[src/core/slic_mode_pkg.sv]
// shared constants and types for the line interface mode control
package slic_mode_pkg;
  // ==========================================================
  // clock and timing
  localparam int unsigned CLK_HZ        = 50_000_000;
  localparam int unsigned TICK_MS       = 1;
  localparam int unsigned TICK_CYCLES   = CLK_HZ / 1000 * TICK_MS;
  // lines to detector round trip, both sync pairs included
  localparam int unsigned SETTLE_CYCLES = 6;
  // ==========================================================
  // register offsets (byte addresses)
  localparam logic [7:0] REG_CTRL    = 8'h00;
  localparam logic [7:0] REG_STATUS  = 8'h04;
  localparam logic [7:0] REG_IRQ_ST  = 8'h08;
  localparam logic [7:0] REG_IRQ_EN  = 8'h0C;
  localparam logic [7:0] REG_IRQ_CLR = 8'h10;
  // ctrl fields
  localparam int CTRL_MODE_LSB = 0;   // 2 bits
  localparam int CTRL_PAT_LSB  = 4;   // 3 bits
  // irq bits
  localparam int IRQ_TRIP   = 0;
  localparam int IRQ_HOOK   = 1;
  localparam int IRQ_ILLEGAL = 2;
  localparam logic [31:0] CTRL_RESET = 32'h0000_0000;
  // ==========================================================
  // modes and cadence
  typedef enum logic [1:0] {
    MODE_DENIAL, MODE_ACTIVE, MODE_STANDBY, MODE_RINGING
  } line_mode_e;
  localparam int PAT_STEPS = 6;
  localparam int PAT_COUNT = 7;
  // interval lengths in ms, ringing/silent alternate, 0 ends the pattern
  typedef logic [12:0] step_ms_t;
  typedef step_ms_t pattern_t [PAT_STEPS];
  localparam pattern_t PATTERNS [PAT_COUNT] = '{
    '{13'd400, 13'd200, 13'd400, 13'd200, 13'd800, 13'd4000},  // A
    '{13'd200, 13'd100, 13'd200, 13'd100, 13'd600, 13'd4000},  // B
    '{13'd800, 13'd400, 13'd800, 13'd400, 13'd0,   13'd0},     // C
    '{13'd400, 13'd200, 13'd600, 13'd4000, 13'd0,  13'd0},     // D
    '{13'd1200, 13'd4000, 13'd0, 13'd0,   13'd0,   13'd0},     // E
    '{13'd1000, 13'd3000, 13'd0, 13'd0,   13'd0,   13'd0},     // F
    '{13'd300, 13'd200, 13'd1000, 13'd200, 13'd300, 13'd4000}  // G
  };
endpackage

[src/core/slic_ctl_if.sv]
// mode lines and detector outputs between controller and line interface
`timescale 1ns/10ps
`default_nettype none
interface slic_ctl_if;
  logic batterySelect;
  logic power_deny_n;
  logic ring_cadence_ctl;
  logic hook_detect_n;
  logic ring_trip_detect_n;
  modport controller (
    output batterySelect, power_deny_n, ring_cadence_ctl,
    input  hook_detect_n, ring_trip_detect_n
  );
  modport line (
    input  batterySelect, power_deny_n, ring_cadence_ctl,
    output hook_detect_n, ring_trip_detect_n
  );
endinterface
`default_nettype wire

[src/core/slic_controller.sv]
// controller end: apb registers, mode lines, ring cadence sequencer
// ==========================================================
// How it works
// - mode chosen only by three logic lines
// - drive only the four legal combinations
// - deny low forces power denial
// - ignore both detectors during power denial
// - high battery ringing/standby, low battery active
// - cadence high in bursts, low silent
// - seven alerting patterns from interval table
// - cadence selects centering or clamp, never both
// - cadence held low in active mode
// - standby keeps clamp, hook detect valid
// - active mode ignores ring trip detect
// - ring trip only from trip detector
// - battery select high means high battery
// - cadence high floats clamp, low grounds
`timescale 1ns/10ps
`default_nettype none
module slic_controller
  import slic_mode_pkg::*;
#(
  parameter int unsigned TICK = TICK_CYCLES
)(
  // clock and reset
  input  wire logic        clk,
  input  wire logic        rst_n,
  // apb slave
  input  wire logic        psel,
  input  wire logic        penable,
  input  wire logic        pwrite,
  input  wire logic [7:0]  paddr,
  input  wire logic [31:0] pwdata,
  output logic [31:0]      prdata,
  output logic             pready,
  output logic             pslverr,
  // interrupt
  output logic             irq,
  // line
  slic_ctl_if.controller   line
);
  // ==========================================================
  // detector synchronisers
  logic [1:0] ds1, ds2, next_ds1;
  always_comb next_ds1 = {line.hook_detect_n, line.ring_trip_detect_n};
  always_ff @(posedge clk) begin
    if (!rst_n) begin
      ds1 <= 2'h3;
      ds2 <= 2'h3;
    end else begin
      ds1 <= next_ds1;
      ds2 <= ds1;
    end
  end
  // ==========================================================
  // registers
  line_mode_e reqMode, next_reqMode;
  logic [2:0] pattern, next_pattern;
  logic [2:0] irqSt, next_irqSt, irqEn, next_irqEn;
  logic       tripEv, hookEv, badEv;
  logic       wr, rd;
  always_comb begin
    wr = psel && penable && pwrite;
    rd = psel && penable && !pwrite;
    next_reqMode = reqMode;
    next_pattern = pattern;
    next_irqEn   = irqEn;
    next_irqSt   = irqSt;
    pslverr = psel && penable && !(paddr == REG_CTRL ||
              paddr == REG_STATUS || paddr == REG_IRQ_ST ||
              paddr == REG_IRQ_EN || paddr == REG_IRQ_CLR);
    badEv = 1'b0;
    if (wr && paddr == REG_CTRL) begin
      next_reqMode = line_mode_e'(pwdata[CTRL_MODE_LSB +: 2]);
      if (pwdata[CTRL_PAT_LSB +: 3] < 3'(PAT_COUNT))
        next_pattern = pwdata[CTRL_PAT_LSB +: 3];
      else
        badEv = 1'b1;
    end
    // leave ringing on trip, the request falls back to active
    if (tripEv)
      next_reqMode = MODE_ACTIVE;
    if (wr && paddr == REG_IRQ_EN)
      next_irqEn = pwdata[2:0];
    if (wr && paddr == REG_IRQ_CLR)
      next_irqSt = irqSt & ~pwdata[2:0];
    // set wins over clear
    next_irqSt[IRQ_TRIP]    = next_irqSt[IRQ_TRIP] | tripEv;
    next_irqSt[IRQ_HOOK]    = next_irqSt[IRQ_HOOK] | hookEv;
    next_irqSt[IRQ_ILLEGAL] = next_irqSt[IRQ_ILLEGAL] | badEv;
  end
  always_ff @(posedge clk) begin
    if (!rst_n) begin
      reqMode <= line_mode_e'(CTRL_RESET[1:0]);
      pattern <= 3'h0;
      irqSt   <= 3'h0;
      irqEn   <= 3'h0;
    end else begin
      reqMode <= next_reqMode;
      pattern <= next_pattern;
      irqSt   <= next_irqSt;
      irqEn   <= next_irqEn;
    end
  end
  assign pready = 1'b1;
  assign irq    = |(irqSt & irqEn);
  // ==========================================================
  // cadence sequencer; ms tick keeps counters small
  logic [15:0] tickCnt, next_tickCnt;
  logic [12:0] msCnt, next_msCnt;
  logic [2:0]  step, next_step;
  logic        ringOn, next_ringOn;
  logic        tick;
  step_ms_t    stepLen;
  always_comb begin
    tick = tickCnt == 16'(TICK - 1);
    next_tickCnt = tick ? 16'h0000 : tickCnt + 16'h0001;
    stepLen = PATTERNS[pattern][step];
    next_msCnt = msCnt;
    next_step  = step;
    if (reqMode != MODE_RINGING || tripEv) begin
      next_msCnt = 13'h0000;
      next_step  = 3'h0;
    end else if (tick) begin
      if (msCnt + 13'h0001 >= stepLen) begin
        next_msCnt = 13'h0000;
        if (step == 3'(PAT_STEPS - 1) || PATTERNS[pattern][step + 3'h1] == 13'h0000)
          next_step = 3'h0;
        else
          next_step = step + 3'h1;
      end else begin
        next_msCnt = msCnt + 13'h0001;
      end
    end
    // even steps ring, odd steps silent
    next_ringOn = reqMode == MODE_RINGING && !tripEv && !next_step[0];
  end
  always_ff @(posedge clk) begin
    if (!rst_n) begin
      tickCnt <= 16'h0000;
      msCnt   <= 13'h0000;
      step    <= 3'h0;
      ringOn  <= 1'b0;
    end else begin
      tickCnt <= next_tickCnt;
      msCnt   <= next_msCnt;
      step    <= next_step;
      ringOn  <= next_ringOn;
    end
  end
  // ==========================================================
  // mode lines and detector qualification
  logic pdn, bsel, rcl, next_pdn, next_bsel, next_rcl;
  logic hookPrev, next_hookPrev, offHook, next_offHook, tripSeen;
  logic [2:0] settleCnt, next_settleCnt;
  logic       settled;
  always_comb begin
    next_pdn  = reqMode != MODE_DENIAL;
    next_bsel = reqMode == MODE_STANDBY || reqMode == MODE_RINGING;
    next_rcl  = reqMode == MODE_RINGING && next_ringOn;
    // qualify detectors on the mode actually driven
    tripSeen = pdn && bsel && rcl && !ds2[0];
    tripEv   = tripSeen;
    // detectors lag the lines; stale ringing current is not off-hook
    settled = settleCnt == 3'(SETTLE_CYCLES);
    if ({next_pdn, next_bsel, next_rcl} != {pdn, bsel, rcl})
      next_settleCnt = 3'h0;
    else if (settled)
      next_settleCnt = settleCnt;
    else
      next_settleCnt = settleCnt + 3'h1;
    next_offHook = offHook;
    if (pdn && !rcl && settled)
      next_offHook = !ds2[1];
    next_hookPrev = offHook;
    hookEv = offHook != hookPrev;
  end
  always_ff @(posedge clk) begin
    if (!rst_n) begin
      pdn       <= 1'b0;
      bsel      <= 1'b0;
      rcl       <= 1'b0;
      offHook   <= 1'b0;
      hookPrev  <= 1'b0;
      settleCnt <= 3'h0;
    end else begin
      pdn       <= next_pdn;
      bsel      <= next_bsel;
      rcl       <= next_rcl;
      offHook   <= next_offHook;
      hookPrev  <= next_hookPrev;
      settleCnt <= next_settleCnt;
    end
  end
  assign line.power_deny_n     = pdn;
  assign line.batterySelect    = bsel;
  assign line.ring_cadence_ctl = rcl;
  // ==========================================================
  // read mux
  always_ff @(posedge clk) begin
    if (!rst_n)
      prdata <= 32'h0000_0000;
    else if (psel && !penable && !pwrite) begin
      case (paddr)
        REG_CTRL:   prdata <= {25'h0, pattern, 2'h0, 2'(reqMode)};
        REG_STATUS: prdata <= {27'h0, step == 3'h0 && !rcl, offHook,
                               rcl, bsel, pdn};
        REG_IRQ_ST: prdata <= {29'h0, irqSt};
        REG_IRQ_EN: prdata <= {29'h0, irqEn};
        default:    prdata <= 32'h0000_0000;
      endcase
    end
  end
endmodule
`default_nettype wire

[src/flat_wrapper.sv]
// flat-port wrapper written by rule: the top's interface ports become plain ports
module slic_controller_flat import slic_mode_pkg::*;
#(
  parameter int unsigned TICK = TICK_CYCLES
)
  (clk, rst_n, psel, penable, pwrite, paddr, pwdata, prdata, pready, pslverr, irq, line_batterySelect, line_power_deny_n, line_ring_cadence_ctl, line_hook_detect_n, line_ring_trip_detect_n);
  slic_ctl_if line_i ();
  input  wire logic clk;
  input  wire logic rst_n;
  input  wire logic psel;
  input  wire logic penable;
  input  wire logic pwrite;
  input  wire logic [7:0] paddr;
  input  wire logic [31:0] pwdata;
  output logic [31:0] prdata;
  output logic pready;
  output logic pslverr;
  output logic irq;
  output wire logic [$bits(line_i.batterySelect)-1:0] line_batterySelect;
  output wire logic [$bits(line_i.power_deny_n)-1:0] line_power_deny_n;
  output wire logic [$bits(line_i.ring_cadence_ctl)-1:0] line_ring_cadence_ctl;
  input wire logic [$bits(line_i.hook_detect_n)-1:0] line_hook_detect_n;
  input wire logic [$bits(line_i.ring_trip_detect_n)-1:0] line_ring_trip_detect_n;
  assign line_batterySelect = line_i.batterySelect;
  assign line_power_deny_n = line_i.power_deny_n;
  assign line_ring_cadence_ctl = line_i.ring_cadence_ctl;
  assign line_i.hook_detect_n = line_hook_detect_n;
  assign line_i.ring_trip_detect_n = line_ring_trip_detect_n;
  slic_controller #(.TICK(TICK)) u_core (.clk(clk), .rst_n(rst_n), .psel(psel), .penable(penable), .pwrite(pwrite), .paddr(paddr), .pwdata(pwdata), .prdata(prdata), .pready(pready), .pslverr(pslverr), .irq(irq), .line(line_i));
endmodule
[config.mk]
export PLATFORM = sky130hd
export DESIGN_NAME = slic_controller_flat
export DESIGN_NICKNAME = d
export VERILOG_FILES = /design/src/core/slic_mode_pkg.sv /design/src/core/slic_ctl_if.sv /design/src/core/slic_controller.sv /design/src/flat_wrapper.sv
export SDC_FILE = /design/constraint.sdc
export NUM_CORES = 1
export LEC_CHECK = 0
export ABC_AREA = 0
export BUFFER_PORTS_ARGS = -buffer_cell sky130_fd_sc_hd__buf_2
export CELL_PAD_IN_SITES_DETAIL_PLACEMENT = 1
export CELL_PAD_IN_SITES_GLOBAL_PLACEMENT = 1
export CORE_MARGIN = 1.5
export CORE_UTILIZATION = 44
export DETAILED_ROUTE_END_ITERATION = 16
export PLACE_DENSITY_LB_ADDON = 0.1
export SYNTH_ARGS = -nofsm -noshare
export SYNTH_HDL_FRONTEND = slang
export SYNTH_SLANG_ARGS = --single-unit
[constraint.sdc]
create_clock -name clk -period 9.6 [get_ports clk]
set_clock_uncertainty 0.15 [all_clocks]
set_input_delay 0.48 -clock clk [delete_from_list [all_inputs] [get_ports clk]]
set_output_delay 0.48 -clock clk [all_outputs]
set_load 0.005 [all_outputs]
## After elaboration in Yosys (flattened, before gate mapping)

Memory sizes are Yosys's and may differ from the RTL's.
Cells that the tools add are included.

- Shifts and indexed selects: 0
- Order comparisons: 5
- $add $sub $neg: 4
- Equality and inequality tests: 12
- Bitwise gates (word level): 10
- $mul: 0
- Mux-type cells: 19
- Reductions and logical operators: 44
- Div/mod/pow operators: 0

Operators with widths:

| kind | count |
|---|---|
| two-way mux 78 bit | 2 |
| binary-select mux 13 bit (select 3 bit) | 2 |
| two-way mux 13 bit | 5 |
| one-hot mux 7 bit (4 select lines) | 1 |
| logical AND 1 bit | 17 |
| adder 16 x 1 -> 16 bit (second input constant) | 1 |
| equality test 16 bit (second input constant) | 1 |
| equality test 8 x 4 -> 1 bit (second input constant) | 2 |
| adder 13 x 1 -> 13 bit (second input constant) | 1 |
| >= comparator 13 bit | 1 |
| zero test 13 bit | 1 |
| >= comparator 4 bit (second input constant) | 3 |
| inverter 3 -> 4 bit | 3 |
| equality test 8 x 3 -> 1 bit (second input constant) | 1 |
| equality test 8 x 5 -> 1 bit (second input constant) | 1 |
| zero test 1 bit | 8 |
| zero test 8 bit | 1 |
| OR reduction 2 bit | 4 |
| logical OR 1 bit | 7 |
| two-way mux 1 bit | 7 |
| adder 3 x 1 -> 3 bit (second input constant) | 2 |
| bitwise AND 3 bit | 2 |
| equality test 3 bit (second input constant) | 2 |
| two-way mux 3 bit | 2 |
| other kinds (12) | 17 |

- Register bits after elaboration: 87
- RAM bits: 0
- Memory bits (read-only): 624
- Bits in latches: 0
- Output and inout port bits: 38
- Memories: 1
- Logic and storage cells: 113
- Input port bits: 47

Memory list:

| memory | words | width | read ports | clocked after memory_dff | write ports | line | source |
|---|---|---|---|---|---|---|---|
| (no name shown) | 8 | 78 | 1 | 0 | 0 | slic_controller.sv:118 | `stepLen = PATTERNS[pattern][step];` |

## Logic depth before layout (Yosys ltp)

- Depth after elaboration: 18
- Gate-level depth with buffers: 17
- Mapped depth without buffers: 16

## Least setup slack after synthesis

OpenSTA, ideal clock, no wires.

- Path kind: register -> register
- From: register u_core.step[0]
- To: register u_core.settleCnt[0]
- Period minus slack after synthesis: 3.474 ns
- Library setup time: 0.124 ns
- Data arrival time: 3.200 ns
- Path buffers: 3
- Data required time: 9.326 ns
- Stages on the path, launching flop included: 15
- Path slack: 6.126 ns
- Cells stage by stage: dfxtp_1 -> buf_1 -> clkbuf_1 -> buf_1 -> nand3_1 -> a21oi_1 -> a31oi_1 -> ha_1 -> a21o_1 -> a211oi_1 -> mux2i_1 -> o31ai_4 -> nor3b_2 -> nor2_1 -> mux2i_1

- Cells in the longest elaborated chain, start to end: 16
- Elaborated cells between the ends (all ways): 22
- Classes of those cells: add/sub (1); order compare (1); eq/ne (2); mux (10); bitwise (2); reduce/logical (6)

Ends and longest elaborated chain:

| item | line | source |
|---|---|---|
| start, declared | slic_controller.sv:111 | `logic [2:0] step, next_step;` |
| start signal, assigned | slic_controller.sv:147 | `step <= next_step;` |
| adder 3 x 1 -> 3 bit | slic_controller.sv:127, slic_controller.sv:130 |  |
| inverter 3 -> 4 bit (implied by the code) | slic_controller.sv:127 | `if (step == 3'(PAT_STEPS - 1) \|\| PATTERNS[pattern][step + 3'h1] == 13'h0000)` |
| binary-select mux 13 bit (select 3 bit) | slic_controller.sv:127 |  |
| two-way mux 13 bit (implied by the code) (2 in a row) | slic_controller.sv:127 |  |
| zero test 13 bit | slic_controller.sv:127 |  |
| logical OR 1 bit | slic_controller.sv:127 |  |
| two-way mux 3 bit | slic_controller.sv:127 |  |
| two-way mux 1 bit | slic_controller.sv:125 | `if (msCnt + 13'h0001 >= stepLen) begin` |
| two-way mux 1 bit * | slic_controller.sv:124 | `end else if (tick) begin` |
| two-way mux 1 bit * | slic_controller.sv:121 | `if (reqMode != MODE_RINGING \|\| tripEv) begin` |
| zero test 1 bit * | slic_controller.sv:136 | `next_ringOn = reqMode == MODE_RINGING && !tripEv && !next_step[0];` |
| logical AND 1 bit * | slic_controller.sv:136 |  |
| logical AND 1 bit * | slic_controller.sv:160 | `next_rcl = reqMode == MODE_RINGING && next_ringOn;` |
| inequality test 3 bit * | slic_controller.sv:166 | `if ({next_pdn, next_bsel, next_rcl} != {pdn, bsel, rcl})` |
| OR reduction 2 bit (no line) * | - |  |
| end signal, assigned | slic_controller.sv:192 | `settleCnt <= next_settleCnt;` |
| end, declared | slic_controller.sv:155 | `logic [2:0] settleCnt, next_settleCnt;` |

Every way passes the cells marked *; elsewhere a longest branch is shown, timed or not. The select of a mux whose other input is x is not followed.
A chain may end at the register's enable or synchronous reset.

## Final worst setup path

- From: register u_core.pattern[2]
- To: register u_core.settleCnt[2]

- Cells in the longest elaborated chain, start to end: 18
- Elaborated cells between the ends (all ways): 22
- Classes of those cells: order compare (1); eq/ne (1); mux (12); bitwise (1); reduce/logical (6); memory (1)

Ends and longest elaborated chain:

| item | line | source |
|---|---|---|
| start, declared | slic_controller.sv:58 | `logic [2:0] pattern, next_pattern;` |
| start signal, assigned | slic_controller.sv:100 | `pattern <= next_pattern;` |
| inverter 3 -> 4 bit (implied by the code) * | slic_controller.sv:118, slic_controller.sv:127 |  |
| memory read (8 x 78 bit) * | - |  |
| two-way mux 78 bit (implied by the code) * (2 in a row) | slic_controller.sv:118 |  |
| parallel branches: the longest is 6 deep, another holds >= comparator 13 bit | - |  |
| two-way mux 1 bit * | slic_controller.sv:125 |  |
| two-way mux 1 bit * | slic_controller.sv:124 |  |
| two-way mux 1 bit * | slic_controller.sv:121 |  |
| zero test 1 bit * | slic_controller.sv:136 |  |
| logical AND 1 bit * | slic_controller.sv:136 |  |
| logical AND 1 bit * | slic_controller.sv:160 |  |
| inequality test 3 bit * | slic_controller.sv:166 |  |
| OR reduction 2 bit (no line) * | - |  |

Every way passes the cells marked *. The select of a mux whose other input is x is not followed.

==> flow_metrics.py <==
metrics = {
    "die": {
        "ios": 85,
        "start_util": 0.452,
        "dieArea_sq_mm": 0.0101,
        "core_sq_mm": 0.00924,
        "die_width_microns": 100,
        "rows": 35,
        "die_h_microns": 100,
    },
    "placement": {
        "portBuffers": 32,
        "gp_congestion": 0.821,
        "hpwl_mm": 7.47,
        "dp_slack_ns": 5.29,
    },
    "clock_network": {
        "htreeDepth": 3,
        "cts_sinks": 62,
        "ctsHoldBuffers": 0,
        "cts_resized": 0,
        "post_cts_buffers": 0,
        "cts_root_buf": "clkbuf_8",
        "clk_path_buf_depth": 2,
        "cts-buffers-inserted": 9,
        "insertion_delay_ns": 0.33,
        "clk_pin_slew_worst_paths_ns": 0.07,
        "cts_tree": "yes",
    },
    "synth": {
        "synth_edf_count": 0,
        "synth_top_area_frac": 0.297,
        "synthTopCellsByCount": "nor2_1 (64), dfxtp_1 (62), nand2_1 (46)",
        "synth_area_leaders": "dfxtp_1 (30%), ha_1 (8.4%), nor2_1 (5.8%)",
        "synth_ff_type": "dfxtp_1",
        "yosysUniqueCellTypes": 61,
        "async_flop_share": 0,
        "synth_most_common_cell": "nor2_1",
        "yosysTopAreaCell": "dfxtp_1",
        "postSynthCellCount": 516,
        "ys_seq_elements": 62,
        "seq_area_frac_synth": 0.297,
        "yosysWarnings": 0,
        "syn_area_per_cell_sq_um": 8.09,
        "syn_area_sq_mm": 0.00418,
    },
    "setup_path": {
        "endpoint": "u_core.settleCnt[2]",
        "critical_path_class": "flop to flop",
        "reg2reg_slack_ns": 5.23,
        "critPathMaxStageDelay_ns": 0.96,
        "timing.rr.start": "u_core.pattern[2]",
        "cp_max_fo": 26,
        "path_cells": "inv_1, ha_1, inv_1, nand3_1, a21oi_1, a31oi_1, ha_1, a21o_1, a211oi_1, mux2i_1, o31ai_4, nor3b_2, nor2_1, mux2i_1",
        "critPathCaptureType": "flop",
        "ff2ff_path_depth": 14,
        "critical-path-top-delay-family": "compound AO/OA/AOI/OAI gates",
        "cp-startpoint": "u_core.pattern[2]",
        "worst_setup_path_start_kind": "flop",
        "slowest_stage": "dfxtp_1",
        "cp.buffers_inverters": 2,
        "critPathArrivalTime_ns": 4.44,
        "crit_required_ns": 9.67,
        "path_depth": 14,
        "r2r_end": "u_core.settleCnt[2]",
    },
    "grt": {
        "grt_use_total": 0.211,
        "grt_pass1_vias": 3593,
        "grt_max_degree": 35,
        "antenna_found_initial": 0,
        "gr-total-overflow": 0,
        "grt_pass1_wl_mm": 17.1,
    },
    "sta": {
        "slew_headroom": 0.350,
        "hold_viol_final": 0,
        "finalSetupViolCount": 0,
        "fin_crit_ns": 4.37,
        "worst_slack_ns": 5.23,
        "finalCritPeriodShare": 0.455,
        "final_max_slew_viol_count": 0,
        "max_clock_freq_ghz": 0.229,
        "tightestPinTransition_ns": 0.973,
        "setup-tns-final_ns": 0,
        "rsz0062_at_grt": "false",
    },
    "pwr": {
        "ir_drop_mv": 0.0571,
        "internal_power_uw": 375,
        "p_per_area_mw_per_mm2": 109,
        "clkPwrFrac": 0.416,
        "switching_power_uw": 115,
        "sequentialPowerShare": 0.536,
        "comb_power_share": 0.048,
        "p_sw_frac": 0.235,
        "leakage_nw": 1.79,
    },
    "routing": {
        "drc_errors": 0,
        "first_pass_iters": 4,
        "post_drt_wl_per_cell_microns": 14.9,
        "drt_wl_total_mm": 9.92,
        "ant_nets": 0,
        "vias": 3540,
        "drt-vias-per-instance": 5.31,
        "first_iter_violations": 89,
    },
    "run_status": {
        "outcome": "finished clean",
    },
    "layout": {
        "area_delta_synth_final_pct": 7.37,
        "nets": 610,
        "diodes": 0,
        "layout-drive-gt1-share": 0.119,
    },
    "hold_path": {
        "hp-class": "input port to flop",
    },
    "job": {
        "drv_cap": 0,
    },
}
[stage by stage]
step           cell area (sq um)  hold WS, ns  power (mW)   util  std cells
2_1_floorplan               4270        0.236       0.290      -        540
3_5_place_dp                4310        0.246       0.291  0.466        653
6_report                    4480        0.182       0.490  0.485        667
5_1_grt                     4480        0.174       0.510  0.485        667
3_3_place_gp                4310        0.239       0.290  0.466        653
4_1_cts                     4480        0.169       0.496  0.485        667
[sequential cells by signal, indices dropped and copies added (netlist names)]
register                      cells
u_core.hookPrev                   1
u_core.step                       3
u_core.ds2                        2
u_core.line.power_deny_n          1
u_core.pattern                    3
u_core.line.ring_cadence_ctl      1
u_core.ds1                        2
u_core.next_hookPrev              1
u_core.settleCnt                  3
u_core.reqMode                    2
u_core.tickCnt                   16
u_core.line.batterySelect         1
u_core.irqEn                      3
u_core.prdata                     7
u_core.msCnt                     13
u_core.irqSt                      3
[routing by layer]
metal,share of wire,GRT usage
met1,0.48,0.278
met2,0.48,0.352
met3,0.025,0.0341
met4,0.016,0.0704
met5,0,0
[power by group through the flow]
stage	registers (mW)	clock network, mW	logic, mW
2_1_floorplan	0.268	0	0.0228
3_3_place_gp	0.268	0	0.0223
3_5_place_dp	0.268	0	0.0230
4_1_cts	0.262	0.211	0.0232
5_1_grt	0.263	0.221	0.0267
6_report	0.262	0.204	0.0234
[cell families (layout without fill, tap and decap cells)]
group / after synthesis / count (layout) / share of synthesized area
and+or+nand+nor: 214 / 214 / 0.255
buffers and inverters: 65 / 63 / 0.0824
other: 2 / 26 / 0.00180
muxes: 20 / 20 / 0.0605
DFF: 62 / 62 / 0.297
adders and majority gates: 28 / 28 / 0.0839
AOI/OAI and AO/OA: 87 / 87 / 0.139
xor gates and xnor gates: 38 / 38 / 0.0797
[worst min path at each step]
| stage | depth (start not counted) | from | end | slack, ns |
|---|---|---|---|---|
| finish | 2 | line_ring_trip_detect_n | u_core.ds1[0] | 0.18 |
| global route | 2 | line_ring_trip_detect_n | u_core.ds1[0] | 0.17 |
| CTS | 2 | line_ring_trip_detect_n | u_core.ds1[0] | 0.17 |
| detailed placement | 1 | u_core.ds1[1] | u_core.ds2[1] | 0.25 |
| global placement | 1 | u_core.ds1[0] | u_core.ds2[0] | 0.24 |
| floorplan | 1 | u_core.ds1[0] | u_core.ds2[0] | 0.24 |
[layout make-up]
cell class	count	area (sq um)
fillers	1145	4760
inverters	16	60.1
multi-input cells	413	2680
clock buffers	11	151
repair buffers	33	168
flip-flops and latches	62	1240
well taps	129	161
clock inverters	3	21.3
[worst reg2reg max path, stage by stage, from the launching register on]
cell and delay (ns):
dfxtp_1 0.96, inv_1 0.37, ha_1 0.47, inv_1 0.13, nand3_1 0.10, a21oi_1 0.17, a31oi_1 0.07, ha_1 0.34
a21o_1 0.18, a211oi_1 0.25, mux2i_1 0.15, o31ai_4 0.36, nor3b_2 0.30, nor2_1 0.11, mux2i_1 0.14
[cell usage in the layout, fill, tap and decap left out, types with 4 or more instances in the layout]
cell / n
conb_1: 26
a21oi_1: 31
nor3_1: 11
and3_1: 9
o21ai_0: 14
a211oi_1: 4
nor2_1: 64
inv_1: 15
mux4_2: 4
or3_1: 6
nand2b_1: 12
nor2b_1: 13
nand2_1: 46
xnor2_1: 25
clkbuf_8: 11
ha_1: 28
a21boi_0: 6
buf_2: 32
and2_1: 7
nand3_1: 20
dfxtp_1: 62
nand4_1: 7
xor2_1: 13
mux2i_1: 14
(Power assumes the default switching activity.)
